$ cat src/rtl/sbr_map.svh
`ifndef SBR_MAP_SVH
`define SBR_MAP_SVH
// ----------------------------------------------------------------
// register byte addresses
// ----------------------------------------------------------------
`define SBR_ADDR_DIV_LOW 12'h000
`define SBR_ADDR_DIV_HIGH 12'h004
`define SBR_ADDR_BAUD_CTRL 12'h008
`define SBR_ADDR_TX_STAT_CTRL 12'h00c
`define SBR_ADDR_IRQ_FLAGS 12'h010
`define SBR_ADDR_IRQ_ENABLES 12'h014
`define SBR_ADDR_STATUS 12'h018
// ----------------------------------------------------------------
// field positions
// ----------------------------------------------------------------
`define SBR_BIT_WIDE_DIV 3
`define SBR_BIT_HIGH_SPEED 2
`define SBR_BIT_SYNC_MODE 4
`define SBR_BIT_RX_IRQ 5
`define SBR_BIT_TX_IRQ 4
// ----------------------------------------------------------------
// reset values and write masks
// ----------------------------------------------------------------
`define SBR_RST_BYTE 8'h00
`define SBR_BAUD_CTRL_MASK 8'h08
`define SBR_TX_CTRL_MASK 8'h14
`define SBR_IRQ_MASK 8'h30
// ----------------------------------------------------------------
// prescaler end counts, each one less than its factor; tick spacing is factor times (n+1)
// ----------------------------------------------------------------
`define SBR_PRE_64 6'd63
`define SBR_PRE_16 6'd15
`define SBR_PRE_4 6'd3
// ----------------------------------------------------------------
// whole scale factors, used by the period checks
// ----------------------------------------------------------------
`define SBR_FAC_64 7'd64
`define SBR_FAC_16 7'd16
`define SBR_FAC_4 7'd4
`endif

$ cat src/rtl/sbr_pkg.sv
package sbr_pkg;
  typedef enum logic [1:0] {
    SBR_DIV64,
    SBR_DIV16,
    SBR_DIV4
  } sbr_scale_e;
endpackage : sbr_pkg

$ cat src/rtl/sbr_prescaler.sv
`timescale 1ns/1ps
`include "sbr_map.svh"
module sbr_prescaler (
  input wire logic pclk,
  input wire logic presetn,
  input wire logic restart,
  input wire sbr_pkg::sbr_scale_e scale,
  output logic pre_tick
);
  logic [5:0] pre_reg;
  logic [5:0] top;

  always_comb begin
    case (scale)
      sbr_pkg::SBR_DIV64: top = `SBR_PRE_64;
      sbr_pkg::SBR_DIV16: top = `SBR_PRE_16;
      sbr_pkg::SBR_DIV4: top = `SBR_PRE_4;
      default: top = `SBR_PRE_4;
    endcase
  end

  always_ff @(posedge pclk or negedge presetn) begin
    if (!presetn) begin
      pre_reg <= 6'h00;
    end else if (restart || pre_reg >= top) begin
      pre_reg <= 6'h00;
    end else begin
      pre_reg <= pre_reg + 6'h01;
    end
  end

  assign pre_tick = !restart && (pre_reg >= top);
endmodule : sbr_prescaler

$ cat src/rtl/sbr_rate_gen.sv
// Our own choices: the register addresses and the APB slave port.
`timescale 1ns/1ps
`include "sbr_map.svh"
module sbr_rate_gen (
  input wire logic pclk,
  input wire logic presetn,
  input wire logic [11:0] paddr,
  input wire logic psel,
  input wire logic penable,
  input wire logic pwrite,
  input wire logic [31:0] pwdata,
  output logic [31:0] prdata,
  output logic pready,
  output logic pslverr,
  input wire logic rx_event,
  input wire logic tx_event,
  output logic baud_tick,
  output logic bit_clk
);
  // ----------------------------------------------------------------
  // bus decode
  // ----------------------------------------------------------------
  logic access;
  logic wr;
  logic mapped;
  assign access = psel && penable;
  assign wr = access && pwrite;
  assign pready = 1'b1;
  always_comb begin
    case (paddr)
      `SBR_ADDR_DIV_LOW, `SBR_ADDR_DIV_HIGH, `SBR_ADDR_BAUD_CTRL, `SBR_ADDR_TX_STAT_CTRL,
      `SBR_ADDR_IRQ_FLAGS, `SBR_ADDR_IRQ_ENABLES, `SBR_ADDR_STATUS: mapped = 1'b1;
      default: mapped = 1'b0;
    endcase
  end
  assign pslverr = access && !mapped;

  // ----------------------------------------------------------------
  // registers
  // ----------------------------------------------------------------
  logic [7:0] divisor_low_byte_reg;
  logic [7:0] divisor_high_byte_reg;
  logic [7:0] baud_control_reg;
  logic [7:0] transmit_status_control_reg;
  logic [7:0] peripheral_irq_flags_reg;
  logic [7:0] peripheral_irq_enables_reg;
  logic wr_low;
  logic wr_high;
  assign wr_low = wr && paddr == `SBR_ADDR_DIV_LOW;
  assign wr_high = wr && paddr == `SBR_ADDR_DIV_HIGH;

  always_ff @(posedge pclk or negedge presetn) begin
    if (!presetn) begin
      divisor_low_byte_reg <= `SBR_RST_BYTE;
    end else if (wr_low) begin
      divisor_low_byte_reg <= pwdata[7:0];
    end
  end

  always_ff @(posedge pclk or negedge presetn) begin
    if (!presetn) begin
      divisor_high_byte_reg <= `SBR_RST_BYTE;
    end else if (wr_high) begin
      divisor_high_byte_reg <= pwdata[7:0];
    end
  end

  always_ff @(posedge pclk or negedge presetn) begin
    if (!presetn) begin
      baud_control_reg <= `SBR_RST_BYTE;
      transmit_status_control_reg <= `SBR_RST_BYTE;
      peripheral_irq_enables_reg <= `SBR_RST_BYTE;
    end else if (wr) begin
      if (paddr == `SBR_ADDR_BAUD_CTRL) begin
        baud_control_reg <= pwdata[7:0] & `SBR_BAUD_CTRL_MASK;
      end
      if (paddr == `SBR_ADDR_TX_STAT_CTRL) begin
        transmit_status_control_reg <= pwdata[7:0] & `SBR_TX_CTRL_MASK;
      end
      if (paddr == `SBR_ADDR_IRQ_ENABLES) begin
        peripheral_irq_enables_reg <= pwdata[7:0] & `SBR_IRQ_MASK;
      end
    end
  end

  // ----------------------------------------------------------------
  // event flags: write one to clear, a new event wins
  // ----------------------------------------------------------------
  logic [7:0] flag_set;
  logic [7:0] flag_clr;
  always_comb begin
    flag_set = 8'h00;
    flag_set[`SBR_BIT_RX_IRQ] = rx_event;
    flag_set[`SBR_BIT_TX_IRQ] = tx_event;
    flag_clr = (wr && paddr == `SBR_ADDR_IRQ_FLAGS) ? (pwdata[7:0] & `SBR_IRQ_MASK) : 8'h00;
  end
  always_ff @(posedge pclk or negedge presetn) begin
    if (!presetn) begin
      peripheral_irq_flags_reg <= `SBR_RST_BYTE;
    end else begin
      peripheral_irq_flags_reg <= (peripheral_irq_flags_reg & ~flag_clr) | flag_set;
    end
  end

  // ----------------------------------------------------------------
  // mode selection
  // ----------------------------------------------------------------
  logic wide_divisor_select;
  logic high_speed_select;
  logic sync_mode;
  logic [15:0] rate_divisor;
  sbr_pkg::sbr_scale_e scale;
  assign wide_divisor_select = baud_control_reg[`SBR_BIT_WIDE_DIV];
  assign high_speed_select = transmit_status_control_reg[`SBR_BIT_HIGH_SPEED];
  assign sync_mode = transmit_status_control_reg[`SBR_BIT_SYNC_MODE];
  // high byte only counts with the wide divisor
  assign rate_divisor = wide_divisor_select ? {divisor_high_byte_reg, divisor_low_byte_reg}
      : {8'h00, divisor_low_byte_reg};

  always_comb begin
    if (sync_mode) begin
      scale = sbr_pkg::SBR_DIV4;
    end else if (wide_divisor_select) begin
      scale = high_speed_select ? sbr_pkg::SBR_DIV4 : sbr_pkg::SBR_DIV16;
    end else begin
      scale = high_speed_select ? sbr_pkg::SBR_DIV16 : sbr_pkg::SBR_DIV64;
    end
  end

  // ----------------------------------------------------------------
  // rate counter
  // ----------------------------------------------------------------
  logic restart;
  logic pre_tick;
  logic [15:0] cnt_reg;
  logic [15:0] cnt_next;
  // a mode change mid-count would give one odd period, so restart too
  assign restart = wr_low || wr_high || (wr && (paddr == `SBR_ADDR_BAUD_CTRL ||
      paddr == `SBR_ADDR_TX_STAT_CTRL));

  sbr_prescaler sbr_prescaler_inst (
    .pclk(pclk),
    .presetn(presetn),
    .restart(restart),
    .scale(scale),
    .pre_tick(pre_tick)
  );

  always_comb begin
    cnt_next = cnt_reg;
    if (restart) begin
      cnt_next = 16'h0000;
    end else if (pre_tick) begin
      cnt_next = (cnt_reg >= rate_divisor) ? 16'h0000 : cnt_reg + 16'h0001;
    end
  end
  always_ff @(posedge pclk or negedge presetn) begin
    if (!presetn) begin
      cnt_reg <= 16'h0000;
    end else begin
      cnt_reg <= cnt_next;
    end
  end

  logic tick_reg;
  logic bit_clk_reg;
  always_ff @(posedge pclk or negedge presetn) begin
    if (!presetn) begin
      tick_reg <= 1'b0;
      bit_clk_reg <= 1'b0;
    end else begin
      tick_reg <= !restart && pre_tick && (cnt_reg >= rate_divisor);
      if (restart) begin
        bit_clk_reg <= 1'b0;
      end else if (pre_tick && cnt_reg >= rate_divisor) begin
        bit_clk_reg <= !bit_clk_reg;
      end
    end
  end
  assign baud_tick = tick_reg;
  assign bit_clk = bit_clk_reg;

  // ----------------------------------------------------------------
  // read data
  // ----------------------------------------------------------------
  always_ff @(posedge pclk or negedge presetn) begin
    if (!presetn) begin
      prdata <= 32'h00000000;
    end else if (psel && !penable && !pwrite) begin
      case (paddr)
        `SBR_ADDR_DIV_LOW: prdata <= {24'h000000, divisor_low_byte_reg};
        `SBR_ADDR_DIV_HIGH: prdata <= {24'h000000, divisor_high_byte_reg};
        `SBR_ADDR_BAUD_CTRL: prdata <= {24'h000000, baud_control_reg};
        `SBR_ADDR_TX_STAT_CTRL: prdata <= {24'h000000, transmit_status_control_reg};
        `SBR_ADDR_IRQ_FLAGS: prdata <= {24'h000000, peripheral_irq_flags_reg};
        `SBR_ADDR_IRQ_ENABLES: prdata <= {24'h000000, peripheral_irq_enables_reg};
        `SBR_ADDR_STATUS: prdata <= {16'h0000, cnt_reg};
        default: prdata <= 32'h00000000;
      endcase
    end
  end

  // ----------------------------------------------------------------
  // check helpers: period worked out from the mode bits and divisor bytes alone
  // ----------------------------------------------------------------
  logic [6:0] fac_chk;
  logic [16:0] div_chk;
  logic [23:0] period_chk;
  logic [23:0] gap_reg;
  always_comb begin
    if (sync_mode) begin
      fac_chk = `SBR_FAC_4;
    end else if (wide_divisor_select) begin
      fac_chk = high_speed_select ? `SBR_FAC_4 : `SBR_FAC_16;
    end else begin
      fac_chk = high_speed_select ? `SBR_FAC_16 : `SBR_FAC_64;
    end
    div_chk = (wide_divisor_select ? {1'b0, divisor_high_byte_reg, divisor_low_byte_reg}
        : {9'h000, divisor_low_byte_reg}) + 17'h00001;
    period_chk = {17'h00000, fac_chk} * {7'h00, div_chk};
  end

  // cycles since the last tick or restart; only the checks read it
  always_ff @(posedge pclk or negedge presetn) begin
    if (!presetn) begin
      gap_reg <= 24'h000000;
    end else if (restart) begin
      gap_reg <= 24'h000000;
    end else if (baud_tick) begin
      gap_reg <= 24'h000001;
    end else begin
      gap_reg <= gap_reg + 24'h000001;
    end
  end

  // ----------------------------------------------------------------
  // checks
  // ----------------------------------------------------------------
  AST_HIGH_RESET_ZERO: assert property (@(posedge pclk)
      $rose(presetn) |-> divisor_high_byte_reg == 8'h00)
    else $error("high divisor byte not zero after reset");
  AST_HIGH_IGNORED: assert property (@(posedge pclk) disable iff (!presetn)
      !wide_divisor_select |-> rate_divisor[15:8] == 8'h00)
    else $error("high byte used without wide divisor");
  AST_HIGH_WRITE_RESTART: assert property (@(posedge pclk) disable iff (!presetn)
      wr_high |=> cnt_reg == 16'h0000 && !baud_tick)
    else $error("counter not restarted by high byte write");
  AST_DIV_CONCAT: assert property (@(posedge pclk) disable iff (!presetn)
      wide_divisor_select |-> rate_divisor == {divisor_high_byte_reg, divisor_low_byte_reg})
    else $error("divisor not high over low");
  AST_ASYNC_SLOW8: assert property (@(posedge pclk) disable iff (!presetn)
      !sync_mode && !wide_divisor_select && !high_speed_select |-> scale == sbr_pkg::SBR_DIV64)
    else $error("wrong scale for async slow 8-bit");
  AST_ASYNC_SLOW16: assert property (@(posedge pclk) disable iff (!presetn)
      !sync_mode && wide_divisor_select && !high_speed_select |-> scale == sbr_pkg::SBR_DIV16)
    else $error("wrong scale for async slow 16-bit");
  AST_SYNC_DIV4: assert property (@(posedge pclk) disable iff (!presetn)
      sync_mode |-> scale == sbr_pkg::SBR_DIV4)
    else $error("wrong scale in sync mode");
  AST_RX_FLAG: assert property (@(posedge pclk) disable iff (!presetn)
      rx_event |=> peripheral_irq_flags_reg[`SBR_BIT_RX_IRQ])
    else $error("receive flag not set");
  AST_ASYNC_FAST8: assert property (@(posedge pclk) disable iff (!presetn)
      !sync_mode && !wide_divisor_select && high_speed_select |-> scale == sbr_pkg::SBR_DIV16)
    else $error("wrong scale for async fast 8-bit");
  AST_TICK_SPACING: assert property (@(posedge pclk) disable iff (!presetn)
      baud_tick && scale == sbr_pkg::SBR_DIV4 && rate_divisor == 16'h0000 && !restart
      ##1 !restart[*4] |-> baud_tick)
    else $error("fast tick spacing wrong");
  AST_PERIOD_EXACT: assert property (@(posedge pclk) disable iff (!presetn)
      baud_tick |-> gap_reg == period_chk)
    else $error("tick spacing differs from mode formula");
  AST_PERIOD_BOUND: assert property (@(posedge pclk) disable iff (!presetn)
      gap_reg <= period_chk)
    else $error("tick overdue");
  AST_TICK_PULSE: assert property (@(posedge pclk) disable iff (!presetn)
      baud_tick |=> !baud_tick)
    else $error("tick longer than one cycle");
  AST_BITCLK_TOGGLE: assert property (@(posedge pclk) disable iff (!presetn)
      baud_tick |-> bit_clk != $past(bit_clk))
    else $error("bit clock did not toggle on tick");
  AST_BITCLK_STEADY: assert property (@(posedge pclk) disable iff (!presetn)
      !baud_tick && !$past(restart) |-> $stable(bit_clk))
    else $error("bit clock moved between ticks");
  AST_HIGH_WRITE_LANDS: assert property (@(posedge pclk) disable iff (!presetn)
      wr_high |=> divisor_high_byte_reg == $past(pwdata[7:0]))
    else $error("high divisor byte write lost");
  AST_HIGH_HOLD: assert property (@(posedge pclk) disable iff (!presetn)
      !wr_high |=> $stable(divisor_high_byte_reg))
    else $error("high divisor byte changed without write");
  AST_TX_FLAG: assert property (@(posedge pclk) disable iff (!presetn)
      tx_event |=> peripheral_irq_flags_reg[`SBR_BIT_TX_IRQ])
    else $error("transmit flag not set");
  AST_RX_CLEAR: assert property (@(posedge pclk) disable iff (!presetn)
      wr && paddr == `SBR_ADDR_IRQ_FLAGS && pwdata[`SBR_BIT_RX_IRQ] && !rx_event
      |=> !peripheral_irq_flags_reg[`SBR_BIT_RX_IRQ])
    else $error("receive flag not cleared");
  AST_RX_HOLD: assert property (@(posedge pclk) disable iff (!presetn)
      !rx_event && !flag_clr[`SBR_BIT_RX_IRQ] |=> $stable(peripheral_irq_flags_reg[`SBR_BIT_RX_IRQ]))
    else $error("receive flag changed by itself");
  AST_FLAG_OTHERS_ZERO: assert property (@(posedge pclk) disable iff (!presetn)
      (peripheral_irq_flags_reg & ~(`SBR_IRQ_MASK)) == 8'h00)
    else $error("flag outside receive and transmit set");
endmodule : sbr_rate_gen

$ cat config.mk
export PLATFORM = sky130hd
export DESIGN_NAME = sbr_rate_gen
export DESIGN_NICKNAME = d
export VERILOG_FILES = /design/src/rtl/sbr_pkg.sv /design/src/rtl/sbr_prescaler.sv /design/src/rtl/sbr_rate_gen.sv
export VERILOG_INCLUDE_DIRS = /design/src /design/src/rtl
export SDC_FILE = /design/constraint.sdc
export NUM_CORES = 1
export LEC_CHECK = 0
export ABC_CLOCK_PERIOD_IN_PS = 3400
export BUFFER_PORTS_ARGS = -buffer_cell sky130_fd_sc_hd__buf_2
export CAP_MARGIN = 40
export CORE_AREA = 2 2 101 74
export DETAILED_ROUTE_END_ITERATION = 8
export DIE_AREA = 0 0 103 76
export PLACE_DENSITY_LB_ADDON = 0.12
export SETUP_SLACK_MARGIN = 0.15
export SLEW_MARGIN = 20
export SYNTH_ARGS = -nofsm -noshare
export SYNTH_HDL_FRONTEND = slang
export SYNTH_SLANG_ARGS = --single-unit
export TNS_END_PERCENT = 20
$ cat constraint.sdc
create_clock -name pclk -period 3.4 [get_ports pclk]
set_input_delay 0.34 -clock pclk [delete_from_list [all_inputs] [get_ports pclk]]
set_output_delay 0.34 -clock pclk [all_outputs]
set_load 0.02 [all_outputs]
======== Word level (Yosys, flattened, before mapping) ========
Cells that the tools add are included.
storage, ports and cells
  bits of input ports ..................... 51
  bits in registers ....................... 85
  output and inout port bits .............. 36
  word-level logic and storage cells ...... 70
cells by class
  $lt $le $gt $ge ......................... 2
  $add $sub $neg .......................... 2
  bitwise operators ....................... 3
  equal/unequal tests ..................... 7
  muxes and demuxes ....................... 15
  reductions and logical operators ........ 30
operators with widths
  cell                                                  count
  case mux 16 bit (7 select lines)                      1
  2-to-1 mux 16 bit                                     4
  equality test 12 x 5 -> 1 bit, second input constant  3
  equality test 12 x 4 -> 1 bit, second input constant  2
  adder 16 x 1 -> 16 bit, second input constant         1
  >= comparator 16 bit                                  1
  logical AND 1 bit                                     13
  equality test 12 x 3 -> 1 bit, second input constant  1
  logical NOT 12 bit                                    1
  2-to-1 mux 6 bit                                      2
  case mux 6 bit (2 select lines)                       1
  AND 8 bit                                             1
  NOT 6 -> 8 bit                                        1
  bitwise OR 8 x 6 -> 8 bit                             1
  OR reduction 7 bit                                    1
  adder 6 x 1 -> 6 bit, second input constant           1
  >= comparator 6 bit                                   1
  2-to-1 mux 2 bit                                      3
  AND reduction 2 bit                                   3
  logical NOT 1 bit                                     5
  logical OR 1 bit                                      4
  2-to-1 mux 1 bit                                      4
  nonzero test 2 bit                                    2
  equality test 2 x 1 -> 1 bit, second input constant   1
  logical NOT 2 bit                                     1

======== Logic depth before layout (Yosys ltp) ========
Gate-level depths: netlist of run 1.
  depth after elaboration ................. 10
  depth in mapped cells ................... 10
  mapped depth without buffers ............ 9

======== By module ========
Synthesis of run 1 repeated with hierarchy kept, for this count alone.
second synthesis, totals
  cell total of the unflattened synthesis .. 382
  area, all modules ....................... 3643.5 um^2
by module, submodules not included
  module         cells an instance  times used  sequential area each (um^2)  area each (um^2)
  sbr_rate_gen   349                1           1426.4                       3295.7
  sbr_prescaler  33                 1           150.1                        347.8

======== Least setup slack after synthesis of run 1 ========
No wires, ideal clock.
  kind .................................... reg2reg
  start ................................... register baud_control_reg[3]
  end ..................................... register cnt_reg[15]
  library setup time ...................... 0.077 ns
  setup slack ............................. 1.016 ns
  cell stages (with the launch flop) ...... 9
  data required time ...................... 3.323 ns
  buffers on the path ..................... 0
  clock period less this slack ............ 2.384 ns
  data arrival time ....................... 2.307 ns
  path through ............................ dfrtp_1 -> ha_1 -> or3_1 -> ha_1 -> nand2_1 -> o21ai_1 -> nand4_1 -> or3_1 -> a21oi_1
on the way
  word-level cells in the longest chain between the ends .. 7
  elaborated cells between the ends (all ways) .. 13
  classes of those cells .................. order compare (2); eq/ne (1); mux (7); reduce/logical (3)
ends and longest elaborated chain
  item                                                               line                 source
  from (decl)                                                        sbr_rate_gen.sv:43   logic [7:0] baud_control_reg;
  from (signal assigned)                                             sbr_rate_gen.sv:70   baud_control_reg <= `SBR_RST_BYTE;
  from (signal assigned)                                             sbr_rate_gen.sv:75   baud_control_reg <= pwdata[7:0] & `SBR_BAUD_CTRL_MASK;
  2-to-1 mux 2 bit                                                   sbr_rate_gen.sv:123  end else if (wide_divisor_select) begin
  2-to-1 mux 2 bit                                                   sbr_rate_gen.sv:121  if (sync_mode) begin
  equality test 2 x 1 -> 1 bit or logical NOT 2 bit (tied branches)  sbr_prescaler.sv:14  case (scale)
  case mux 6 bit (2 select lines)                                    sbr_prescaler.sv:14
  >= comparator 6 bit                                                sbr_prescaler.sv:32  assign pre_tick = !restart && (pre_reg >= top);
  logical AND 1 bit                                                  sbr_prescaler.sv:32
  nonzero test 2 bit (no line)                                       n/a
  to (signal assigned)                                               sbr_rate_gen.sv:161  cnt_reg <= cnt_next;
  to (decl)                                                          sbr_rate_gen.sv:135  logic [15:0] cnt_reg;
Several ways; a longest one is shown, not always the timed one. The select of a mux whose other input is x is not followed.
A chain may end at the register's enable or synchronous reset.

======== Worst setup path in the final report of run 1 ========
Ends and elaborated chain as after synthesis.

==> results of run 1 <==
-- cells in the final DEF (no fill, tap or decap), types with 2 or more instances in the layout --
cell type  netlist  routed
a211o_1          2       2
a211oi_1         2       2
a21o_1           5       5
a21oi_1         14      14
a22o_1           9       9
a22oi_1          6       6
and3_1           9       9
and3_2           3       3
buf_2            1      45
buf_4           18       4
clkbuf_8         0       9
clkinv_2         0       4
conb_1           2      17
dfrtp_1         63      63
ha_1            23      23
inv_1           11      11
mux2_2          15      15
nand2_1         52      52
nand3_1         10      10
nand4_1          9       9
nor2_1          28      28
nor2b_1          4       4
nor3_1           9       9
nor4_1           2       2
o21ai_0         16      16
o221ai_1         4       4
or3_1            5       5
or4_1            2       2
xnor2_1          2       2
xor2_1          12      12
-- worst max-delay path: cells and delay by family, from the launching register on --
kind                     cells  cell delay [ps]
flip-flops                   1              570
AND/OR/NAND/NOR              4             1090
AO/OA/AOI/OAI                2              540
adder cells (fa/ha/maj)      2              600
-- final cells by class --
class | instances | area [µm²]
clock buffer | 10 | 127.6
clock inverter | 5 | 50.05
fill | 651 | 2952
inverter | 11 | 41.29
multi-input combinational | 279 | 1817
sequential | 63 | 1577
tap | 98 | 122.6
timing repair buffer | 50 | 275.3
-- routing by layer --
metal	share of wire, %	vias to the layer above
met5	0	-
met4	0.55	0
met3	6.2	4
met2	43	94
met1	50	1339
li1	-	1365
-- worst min-delay path by stage --
| stage | startpoint | endpoint | depth (start not counted) | slack (ps) |
|---|---|---|---|---|
| after floorplan | presetn | baud_control_reg[3]$_DFFE_PN0P_ | 0 | 40 |
| after global placement | sbr_prescaler_inst.pre_reg[0]$_DFF_PN0_ | sbr_prescaler_inst.pre_reg[0]$_DFF_PN0_ | 1 | 450 |
| after detailed placement | sbr_prescaler_inst.pre_reg[0]$_DFF_PN0_ | sbr_prescaler_inst.pre_reg[0]$_DFF_PN0_ | 1 | 470 |
| after CTS | rx_event | peripheral_irq_flags_reg[5]$_DFF_PN0_ | 2 | 170 |
| after global routing | presetn | prdata[15]$_DFFE_PN0P_ | 2 | 0.3 |
| final | presetn | prdata[15]$_DFFE_PN0P_ | 2 | -20 |
-- logic make-up after synthesis --
group / Yosys count
mux: 17
fa+ha+maj: 23
flops: 63
buf+inv: 40
other cells: 2
simple gates: 140
xor+xnor: 14
compound gates: 68
-- per-stage QoR --
stage                     cell area [µm²]  util, %  hold slack (ps)  setup WS [ps]  total power, W
final                                4010    57.60           -16.74          531.8        0.002013
after global routing                 4010    57.60           0.3206          296.9        0.002142
after CTS                            3990    57.31            172.6          543.7        0.002023
after global placement               3812    54.76            454.5          575.7        0.001391
after detailed placement             3812    54.76            467.0          565.2        0.001405
after floorplan                      3627        -            44.41           1016        0.001275
-- power breakdown --
group          internal [W]  switching (W)
registers          0.000841       0.000134
clock network      0.000330       0.000282
logic              0.000187       0.000240
==> results.yml, run 1 <==
sta:
  fmax_ghz: 0.3487
  slew_viol_final: 0
  fin_tns_setup_ps: 0
  period_share_pct: 84.36
  clock_skew_ps: 9.803
  worst_pin_slew_ps: 769.2
  rsz0062_at_grt: "no"
  finalSetupViolCount: 0
  whs_ps: -16.74
  slew_headroom_pct: 48.59
  hold_viol_final: 18
  layout_min_cycle_time_ps: 2868
power:
  peakVddDrop_uv: 303.4
  p_leak_nw: 1.919
  power.density_mw_per_mm2: 502.0
clock_tree:
  htree_levels: 3
  tritoncts: "built"
  clock_sinks: 63
  clock_path_buffers: 2
  clk_latency_ps: 330
  postCtsResizedCells: 0
  cts_hold_buf: 0
  post_cts_buffers: 0
  cts.clk_slew.worst_paths_ps: 70
  root_buffer: "clkbuf_8"
  cts_buffers: 9
logic_synthesis:
  synth_edf_count: 0
  yosys.cell_types.count: 49
  muxShareOfSynthArea_pct: 5.641
  synth_top_cell_area_share_pct: 44.15
  synthXorXnorAreaFrac_pct: 3.434
  synth_area_mm2: 0.003571
  synth_common_cells: "dfrtp_1 (63), nand2_1 (52), nor2_1 (28), ha_1 (23), buf_4 (18)"
  ys_seq_elements: 63
  yosys.area.top_type: "dfrtp_1"
  ys_warn_count: 0
  synth_compound_area_share_pct: 12.75
  yosys.area_share.simple_pct: 19.20
  synth_cells: 367
  synth_top_family_by_area: "simple AND/OR/NAND/NOR gates"
  synthFlopType: "dfrtp_1"
  ys_seq_area_share_pct: 44.15
  postSynthAreaPerCell_um2: 9.730
  synth.most_common_cell: "dfrtp_1"
  yosys.area_share.adder_pct: 8.059
  synthArstFlopShare_pct: 100.0
  yosys-top-cells-area: "dfrtp_1 (44%), ha_1 (8.1%), nand2_1 (5.5%), mux2_2 (4.7%), buf_4 (3.8%)"
floorplanning:
  dieArea_mm2: 0.007828
  initial_core_util_pct: 51.29
  die_w_um: 103
  core_area_mm2: 0.006962
  pin_count: 87
  die_y_um: 76
  num_rows: 26
final_layout:
  n_antenna_cell: 0
  nNetsFinal: 488
  final_cells: 516
  area_growth_pct: 12.30
  drive_above_1_share_pct: 21.05
drt:
  drc: 0
  vias: 2802
  vias_per_cell: 5.430
  first_pass_iters: 4
  avgRoutedWirePerCell_um: 15.56
  wl_um: 8031
  drtIter0Drc: 154
  ant_nets: 0
hold_path:
  hold_path.class: "in2async"
grt:
  grt_max_degree: 64
  met2_usage_pct: 30.06
  grt_pass1_vias: 2603
  use_met3_pct: 4.587
  grt_usage_pct: 21.50
  met1_usage_pct: 34.29
  busiest_layer: "met1"
  grt-ovfl-total: 0
  antenna_found_initial: 0
  grt_pass1_wl_um: 13190
setup_path:
  crit_path_start_kind: "flip-flop"
  crit_slowest_cell: "dfrtp_1"
  crit_chain: "ha_1 > or3_1 > ha_1 > nand2_1 > o21ai_1 > nand4_1 > or3_1 > a21oi_1"
  path_class: "reg2reg"
  crit_required_ps: 3660
  worst_setup_path_end_kind: "flip-flop"
  rr_startpoint: "baud_control_reg[3]$_DFFE_PN0P_"
  slowest_delay_ps: 570
  arrival_ps: 3130
  rrSetupSlack_ps: 530
  crit_path_start: "baud_control_reg[3]$_DFFE_PN0P_"
  r2r_cells: 8
  regToRegEndpoint: "cnt_reg[15]$_DFFE_PN0P_"
  path_max_fanout: 11
  worstSetupEndpoint: "cnt_reg[15]$_DFFE_PN0P_"
placed_design:
  routabilityCongestion: 0.8151
  portBuffers: 45
  hpwl_um: 5884
  placedCellCount: 500
flow_run:
  max_cap_viol_count: 0
run_status:
  outcome: "finished with violations"
  failed_checks: "hold timing"
(Power assumes the default switching activity.)
==> run 2, diff against run 1 <==
--- a/config.mk
+++ b/config.mk
@@ -6,7 +6,7 @@
 export SDC_FILE = /design/constraint.sdc
 export NUM_CORES = 1
 export LEC_CHECK = 0
-export ABC_CLOCK_PERIOD_IN_PS = 3400
+export ABC_CLOCK_PERIOD_IN_PS = 2800
 export BUFFER_PORTS_ARGS = -buffer_cell sky130_fd_sc_hd__buf_2
 export CAP_MARGIN = 40
 export CORE_AREA = 2 2 101 74
==> constraint.sdc (replaced) <==
create_clock -name pclk -period 2.8 [get_ports pclk]
set_input_delay 0.28 -clock pclk [delete_from_list [all_inputs] [get_ports pclk]]
set_output_delay 0.28 -clock pclk [all_outputs]
set_load 0.02 [all_outputs]
==> results.yml, run 2 (same netlist as run 1, synthesis figures left out) <==
run_status:
  outcome: "finished clean"
setup_path:
  arrival_ps: 2810
  crit_path_start_kind: "flip-flop"
  worst_setup_path_end_kind: "flip-flop"
  crit_cells: 8
  path_class: "reg2reg"
  crit_required_ps: 3080
  slowest_delay_ps: 410
  crit_slowest_cell: "or3_1"
  r2r_cells: 8
  crit_family: "compound AO/OA/AOI/OAI gates"
  critPathMostFrequentCell: "ha_1"
  path_max_fanout: 8
  crit_chain: "ha_1 > or3_1 > ha_1 > a21oi_1 > o21a_2 > nand2_1 > o22ai_1 > a21o_1"
  critPathBufInv: 0
final_layout:
  drive_above_1_share_pct: 24.13
  mostFrequentLayoutCell: "dfrtp_1"
  area_growth_pct: 16.15
  nNetsFinal: 500
  final_cell_mix: "dfrtp_1 (63), nand2_1 (52), buf_2 (45)"
  fill_cells: 644
  n_antenna_cell: 0
power:
  peakVddDrop_uv: 372.4
  p_leak_nw: 1.992
  p_total_w: 0.002637
  power.density_mw_per_mm2: 635.7
sta:
  fin_tns_setup_ps: 0
  slew_headroom_pct: 60.02
  layout_min_cycle_time_ps: 2530
  fmax_ghz: 0.3952
  hold_viol_final: 0
  period_share_pct: 90.36
  finalSetupViolCount: 0
  slew_viol_final: 0
  worst_pin_slew_ps: 595.2
  rsz0062_at_grt: "yes"
  clock_skew_ps: 10.69
clock_tree:
  clock_sinks: 63
  root_buffer: "clkbuf_8"
  clock_path_buffers: 2
  htree_levels: 3
  clk_latency_ps: 350
  cts_buffers: 9
  cts.clk_slew.worst_paths_ps: 70
  tritoncts: "built"
drt:
  wl_um: 8450
  ant_nets: 0
  avgRoutedWirePerCell_um: 15.97
  drc: 0
  drtIter0Drc: 133
  vias: 2898
  first_pass_iters: 4
  vias_per_cell: 5.478
floorplanning:
  die_w_um: 103
  initial_core_util_pct: 51.29
  dieArea_mm2: 0.007828
  die_y_um: 76
  core_area_mm2: 0.006962
  num_rows: 26
  pin_count: 87
grt:
  grt-ovfl-total: 0
  grt_usage_pct: 23.03
  grt_pass1_vias: 2680
  grt_pass1_wl_um: 13630
  grt_max_degree: 32
  antenna_found_initial: 0
hold_path:
  hold_path_depth: 2
  hold_path.class: "in2reg"
placed_design:
  portBuffers: 45
  routabilityCongestion: 0.8608
  hpwl_um: 6263
flow_run:
  max_cap_viol_count: 0
run 2: final cells by class:
cell class                 instances  area [µm²]  area share [%]
multi-input combinational        279        1831           44.13
sequential                        63        1577           38.01
timing repair buffer              62       355.3           8.567
clock buffer                      10       137.6           3.318
tap                               98       122.6           2.956
clock inverter                     6       83.83           2.021
inverter                          11       41.29          0.9955
run 2: routing by layer:
metal	vias up	wire length [µm]	track usage (%)
li1	1399	-	-
met1	1389	4135	34.86
met2	101	3613	32.08
met3	9	611	6.881
met4	0	91	6.053
met5	-	0	0
run 2: final timing paths:
kind,end,startpoint,slack (ps)
setup / recovery,cnt_reg[11]$_DFFE_PN0P_,transmit_status_control_reg[2]$_DFFE_PN0P_,270
hold / removal,peripheral_irq_flags_reg[4]$_DFF_PN0_,tx_event,110
setup reg to reg,cnt_reg[11]$_DFFE_PN0P_,transmit_status_control_reg[2]$_DFFE_PN0P_,270
hold reg to reg,sbr_prescaler_inst.pre_reg[0]$_DFF_PN0_,sbr_prescaler_inst.pre_reg[0]$_DFF_PN0_,470
max in group asynchronous,divisor_low_byte_reg[3]$_DFFE_PN0P_,presetn,1860
min in group asynchronous,cnt_reg[7]$_DFFE_PN0P_,presetn,300
run 2: through the flow:
step	instance area, µm²	hold slack [ps]	cells	setup WS (ps)	utilization [%]
2_1_floorplan	3627	-15.59	382	416.0	-
3_3_place_gp	3887	127.4	510	279.4	55.84
3_5_place_dp	3887	128.2	510	218.8	55.84
4_1_cts	4119	97.76	527	197.0	59.17
5_1_grt	4148	95.64	529	125.3	59.58
6_report	4148	108.0	529	269.8	59.58
run 2: power by group:
group / switching (W) / internal [W]
registers: 0.000137 / 0.00102
logic: 0.000331 / 0.000263
clock network: 0.000363 / 0.000522
run 2: what timing repair did:
action,4_1_cts,5_1_grt
buffers inserted,0,2
hold buffers,1,0
gates resized for setup,0,4
endpoints found under the hold margin,6,0
setup endpoints to repair,0,14
==> run 3, diff against run 2 <==
--- a/config.mk
+++ b/config.mk
@@ -6,12 +6,13 @@
 export SDC_FILE = /design/constraint.sdc
 export NUM_CORES = 1
 export LEC_CHECK = 0
+export ABC_AREA = 0
 export ABC_CLOCK_PERIOD_IN_PS = 2800
 export BUFFER_PORTS_ARGS = -buffer_cell sky130_fd_sc_hd__buf_2
 export CAP_MARGIN = 40
-export CORE_AREA = 2 2 101 74
+export CORE_AREA = 2 2 85 87
 export DETAILED_ROUTE_END_ITERATION = 8
-export DIE_AREA = 0 0 103 76
+export DIE_AREA = 0 0 87 89
 export PLACE_DENSITY_LB_ADDON = 0.12
 export SETUP_SLACK_MARGIN = 0.15
 export SLEW_MARGIN = 20
==> results.yml, run 3 (same netlist as run 1, synthesis figures left out) <==
run_status:
  outcome: "finished clean"
grt:
  grt_pass1_vias: 2665
  grt_usage_pct: 22.99
  grt_max_degree: 35
  grt-ovfl-total: 0
  grt_pass1_wl_um: 13510
  antenna_found_initial: 0
sta:
  slew_headroom_pct: 50.74
  rsz0062_at_grt: "no"
  finalSetupViolCount: 0
  hold_viol_final: 0
  fmax_ghz: 0.3876
  slew_viol_final: 0
  worst_pin_slew_ps: 735.7
  period_share_pct: 92.15
  fin_tns_setup_ps: 0
  layout_min_cycle_time_ps: 2580
  clock_skew_ps: 9.849
final_layout:
  n_antenna_cell: 0
  final_cell_mix: "dfrtp_1 (62), nand2_1 (52), buf_2 (45)"
  nNetsFinal: 502
  drive_above_1_share_pct: 24.48
  area_growth_pct: 15.38
  mostFrequentLayoutCell: "dfrtp_1"
  fin_area_mm2: 0.004120
setup_path:
  slowest_delay_ps: 480
  path_max_fanout: 10
  arrival_ps: 2870
  path_class: "reg2reg"
  critPathMostFrequentCell: "ha_1"
  crit_chain: "ha_1 > or3_1 > ha_1 > a21oi_1 > o21a_2 > nand2_1 > o22ai_1 > a21o_1"
  crit_path_start: "baud_control_reg[3]$_DFFE_PN0P_"
  crit_required_ps: 3090
  worst_setup_path_end_kind: "flip-flop"
  crit_slowest_cell: "dfrtp_2"
  crit_path_start_kind: "flip-flop"
  rr_startpoint: "baud_control_reg[3]$_DFFE_PN0P_"
drt:
  wl_um: 8398
  vias: 2848
  vias_per_cell: 5.552
  drtIter0Drc: 128
  ant_nets: 0
  drc: 0
  first_pass_iters: 4
  avgRoutedWirePerCell_um: 16.37
power:
  peakVddDrop_uv: 391.2
  p_int_w: 0.001693
  p_comb_share_pct: 22.7
  p_leak_nw: 1.987
  p_clk_share_pct: 30.6
  switching_power_w: 0.0008116
  swShare_pct: 32.41
  power.density_mw_per_mm2: 607.8
  seqPwrFrac_pct: 46.6
floorplanning:
  pin_count: 87
  num_rows: 30
  core_area_mm2: 0.006719
  initial_core_util_pct: 53.15
  die_w_um: 87
  die_y_um: 89
  dieArea_mm2: 0.007743
hold_path:
  hold_path.class: "in2reg"
  min_from: "tx_event"
clock_tree:
  cts_buffers: 9
  htree_levels: 3
  tritoncts: "built"
  clock_sinks: 63
  cts.clk_slew.worst_paths_ps: 70
  clock_path_buffers: 2
  root_buffer: "clkbuf_8"
  clk_latency_ps: 350
placed_design:
  routabilityCongestion: 0.8673
  post_dp_cell_area_mm2: 0.003857
  hpwl_um: 6114
  portBuffers: 45
flow_run:
  max_cap_viol_count: 0
[run 3: cell count changes in the layout (fill, tap and decap cells not counted)]
cell | previous run | this run
clkbuf_8 | 10 | 13
bufinv_16 | 2 | 0
clkinv_2 | 3 | 1
buf_12 | 0 | 1
buf_4 | 16 | 17
clkbuf_1 | 0 | 1
clkinv_4 | 1 | 0
clkinvlp_4 | 0 | 1
dfrtp_1 | 63 | 62
dfrtp_2 | 0 | 1
o21ai_2 | 0 | 1
o21ai_4 | 1 | 0
[run 3: cell type report]
class	count	area [µm²]
inverters	11	41.29
repair buffers	64	382.9
fillers	581	2599
well taps	80	100.1
multi-input cells	279	1823
clock inverters	2	12.51
clock buffers	14	182.7
flip-flops and latches	63	1578
[run 3: metrics by stage]
step | util, % | worst slack (ps) | power, W | hold slack (ps) | cells
after floorplan | - | 416.0 | 0.001548 | -15.59 | 382
after global placement | 57.41 | 183.0 | 0.001719 | 401.8 | 491
after detailed placement | 57.41 | 110.2 | 0.001736 | 406.1 | 491
after CTS | 60.34 | 105.1 | 0.002507 | 34.76 | 507
after global routing | 61.32 | 138.3 | 0.002643 | 122.4 | 513
final | 61.32 | 219.8 | 0.002504 | 106.5 | 513
[run 3: what timing repair did]
item / CTS / global route
pin swaps: 0 / 2
setup endpoints to repair: 10 / 21
endpoints found under the hold margin: 0 / 32
resized for setup: 1 / 3
hold buffers: 0 / 1
buffers inserted: 0 / 4
[run 3: power by group through the flow]
| stage | registers (W) | clock network (W) | logic [W] |
|---|---|---|---|
| 2_1_floorplan | 0.00115 | 0 | 0.000398 |
| 3_3_place_gp | 0.00118 | 0 | 0.000538 |
| 3_5_place_dp | 0.00118 | 0 | 0.000554 |
| 4_1_cts | 0.00117 | 0.000781 | 0.000560 |
| 5_1_grt | 0.00118 | 0.000814 | 0.000648 |
| 6_report | 0.00117 | 0.000767 | 0.000569 |
[run 3: path summary, 6_finish.rpt]
path	to	slack, ps	cells after the start
worst min-delay path	peripheral_irq_flags_reg[4]$_DFF_PN0_	110	2
worst min register to register	sbr_prescaler_inst.pre_reg[0]$_DFF_PN0_	460	1
worst max register to register	cnt_reg[11]$_DFFE_PN0P_	220	8
worst max-delay path	cnt_reg[11]$_DFFE_PN0P_	220	8
min in group asynchronous	cnt_reg[15]$_DFFE_PN0P_	280	2
max in group asynchronous	cnt_reg[0]$_DFFE_PN0P_	1840	4
[run 3: critical path, delay by kind of cell (launching register included)]
kind	cells	cell delay (ps)
adder cells (fa/ha/maj)	2	620
AND/OR/NAND/NOR	2	590
flip-flops	1	480
AO/OA/AOI/OAI	4	820
[run 3: routing by layer]
| metal | vias to the layer above | GRT usage (%) | share of wire [%] |
|---|---|---|---|
| met1 | 1358 | 32.21 | 47 |
| met2 | 72 | 35.46 | 47 |
| met3 | 13 | 4.247 | 4.1 |
| met4 | 0 | 9.233 | 1.5 |
| li1 | 1405 | - | - |
| met5 | - | 0 | 0 |
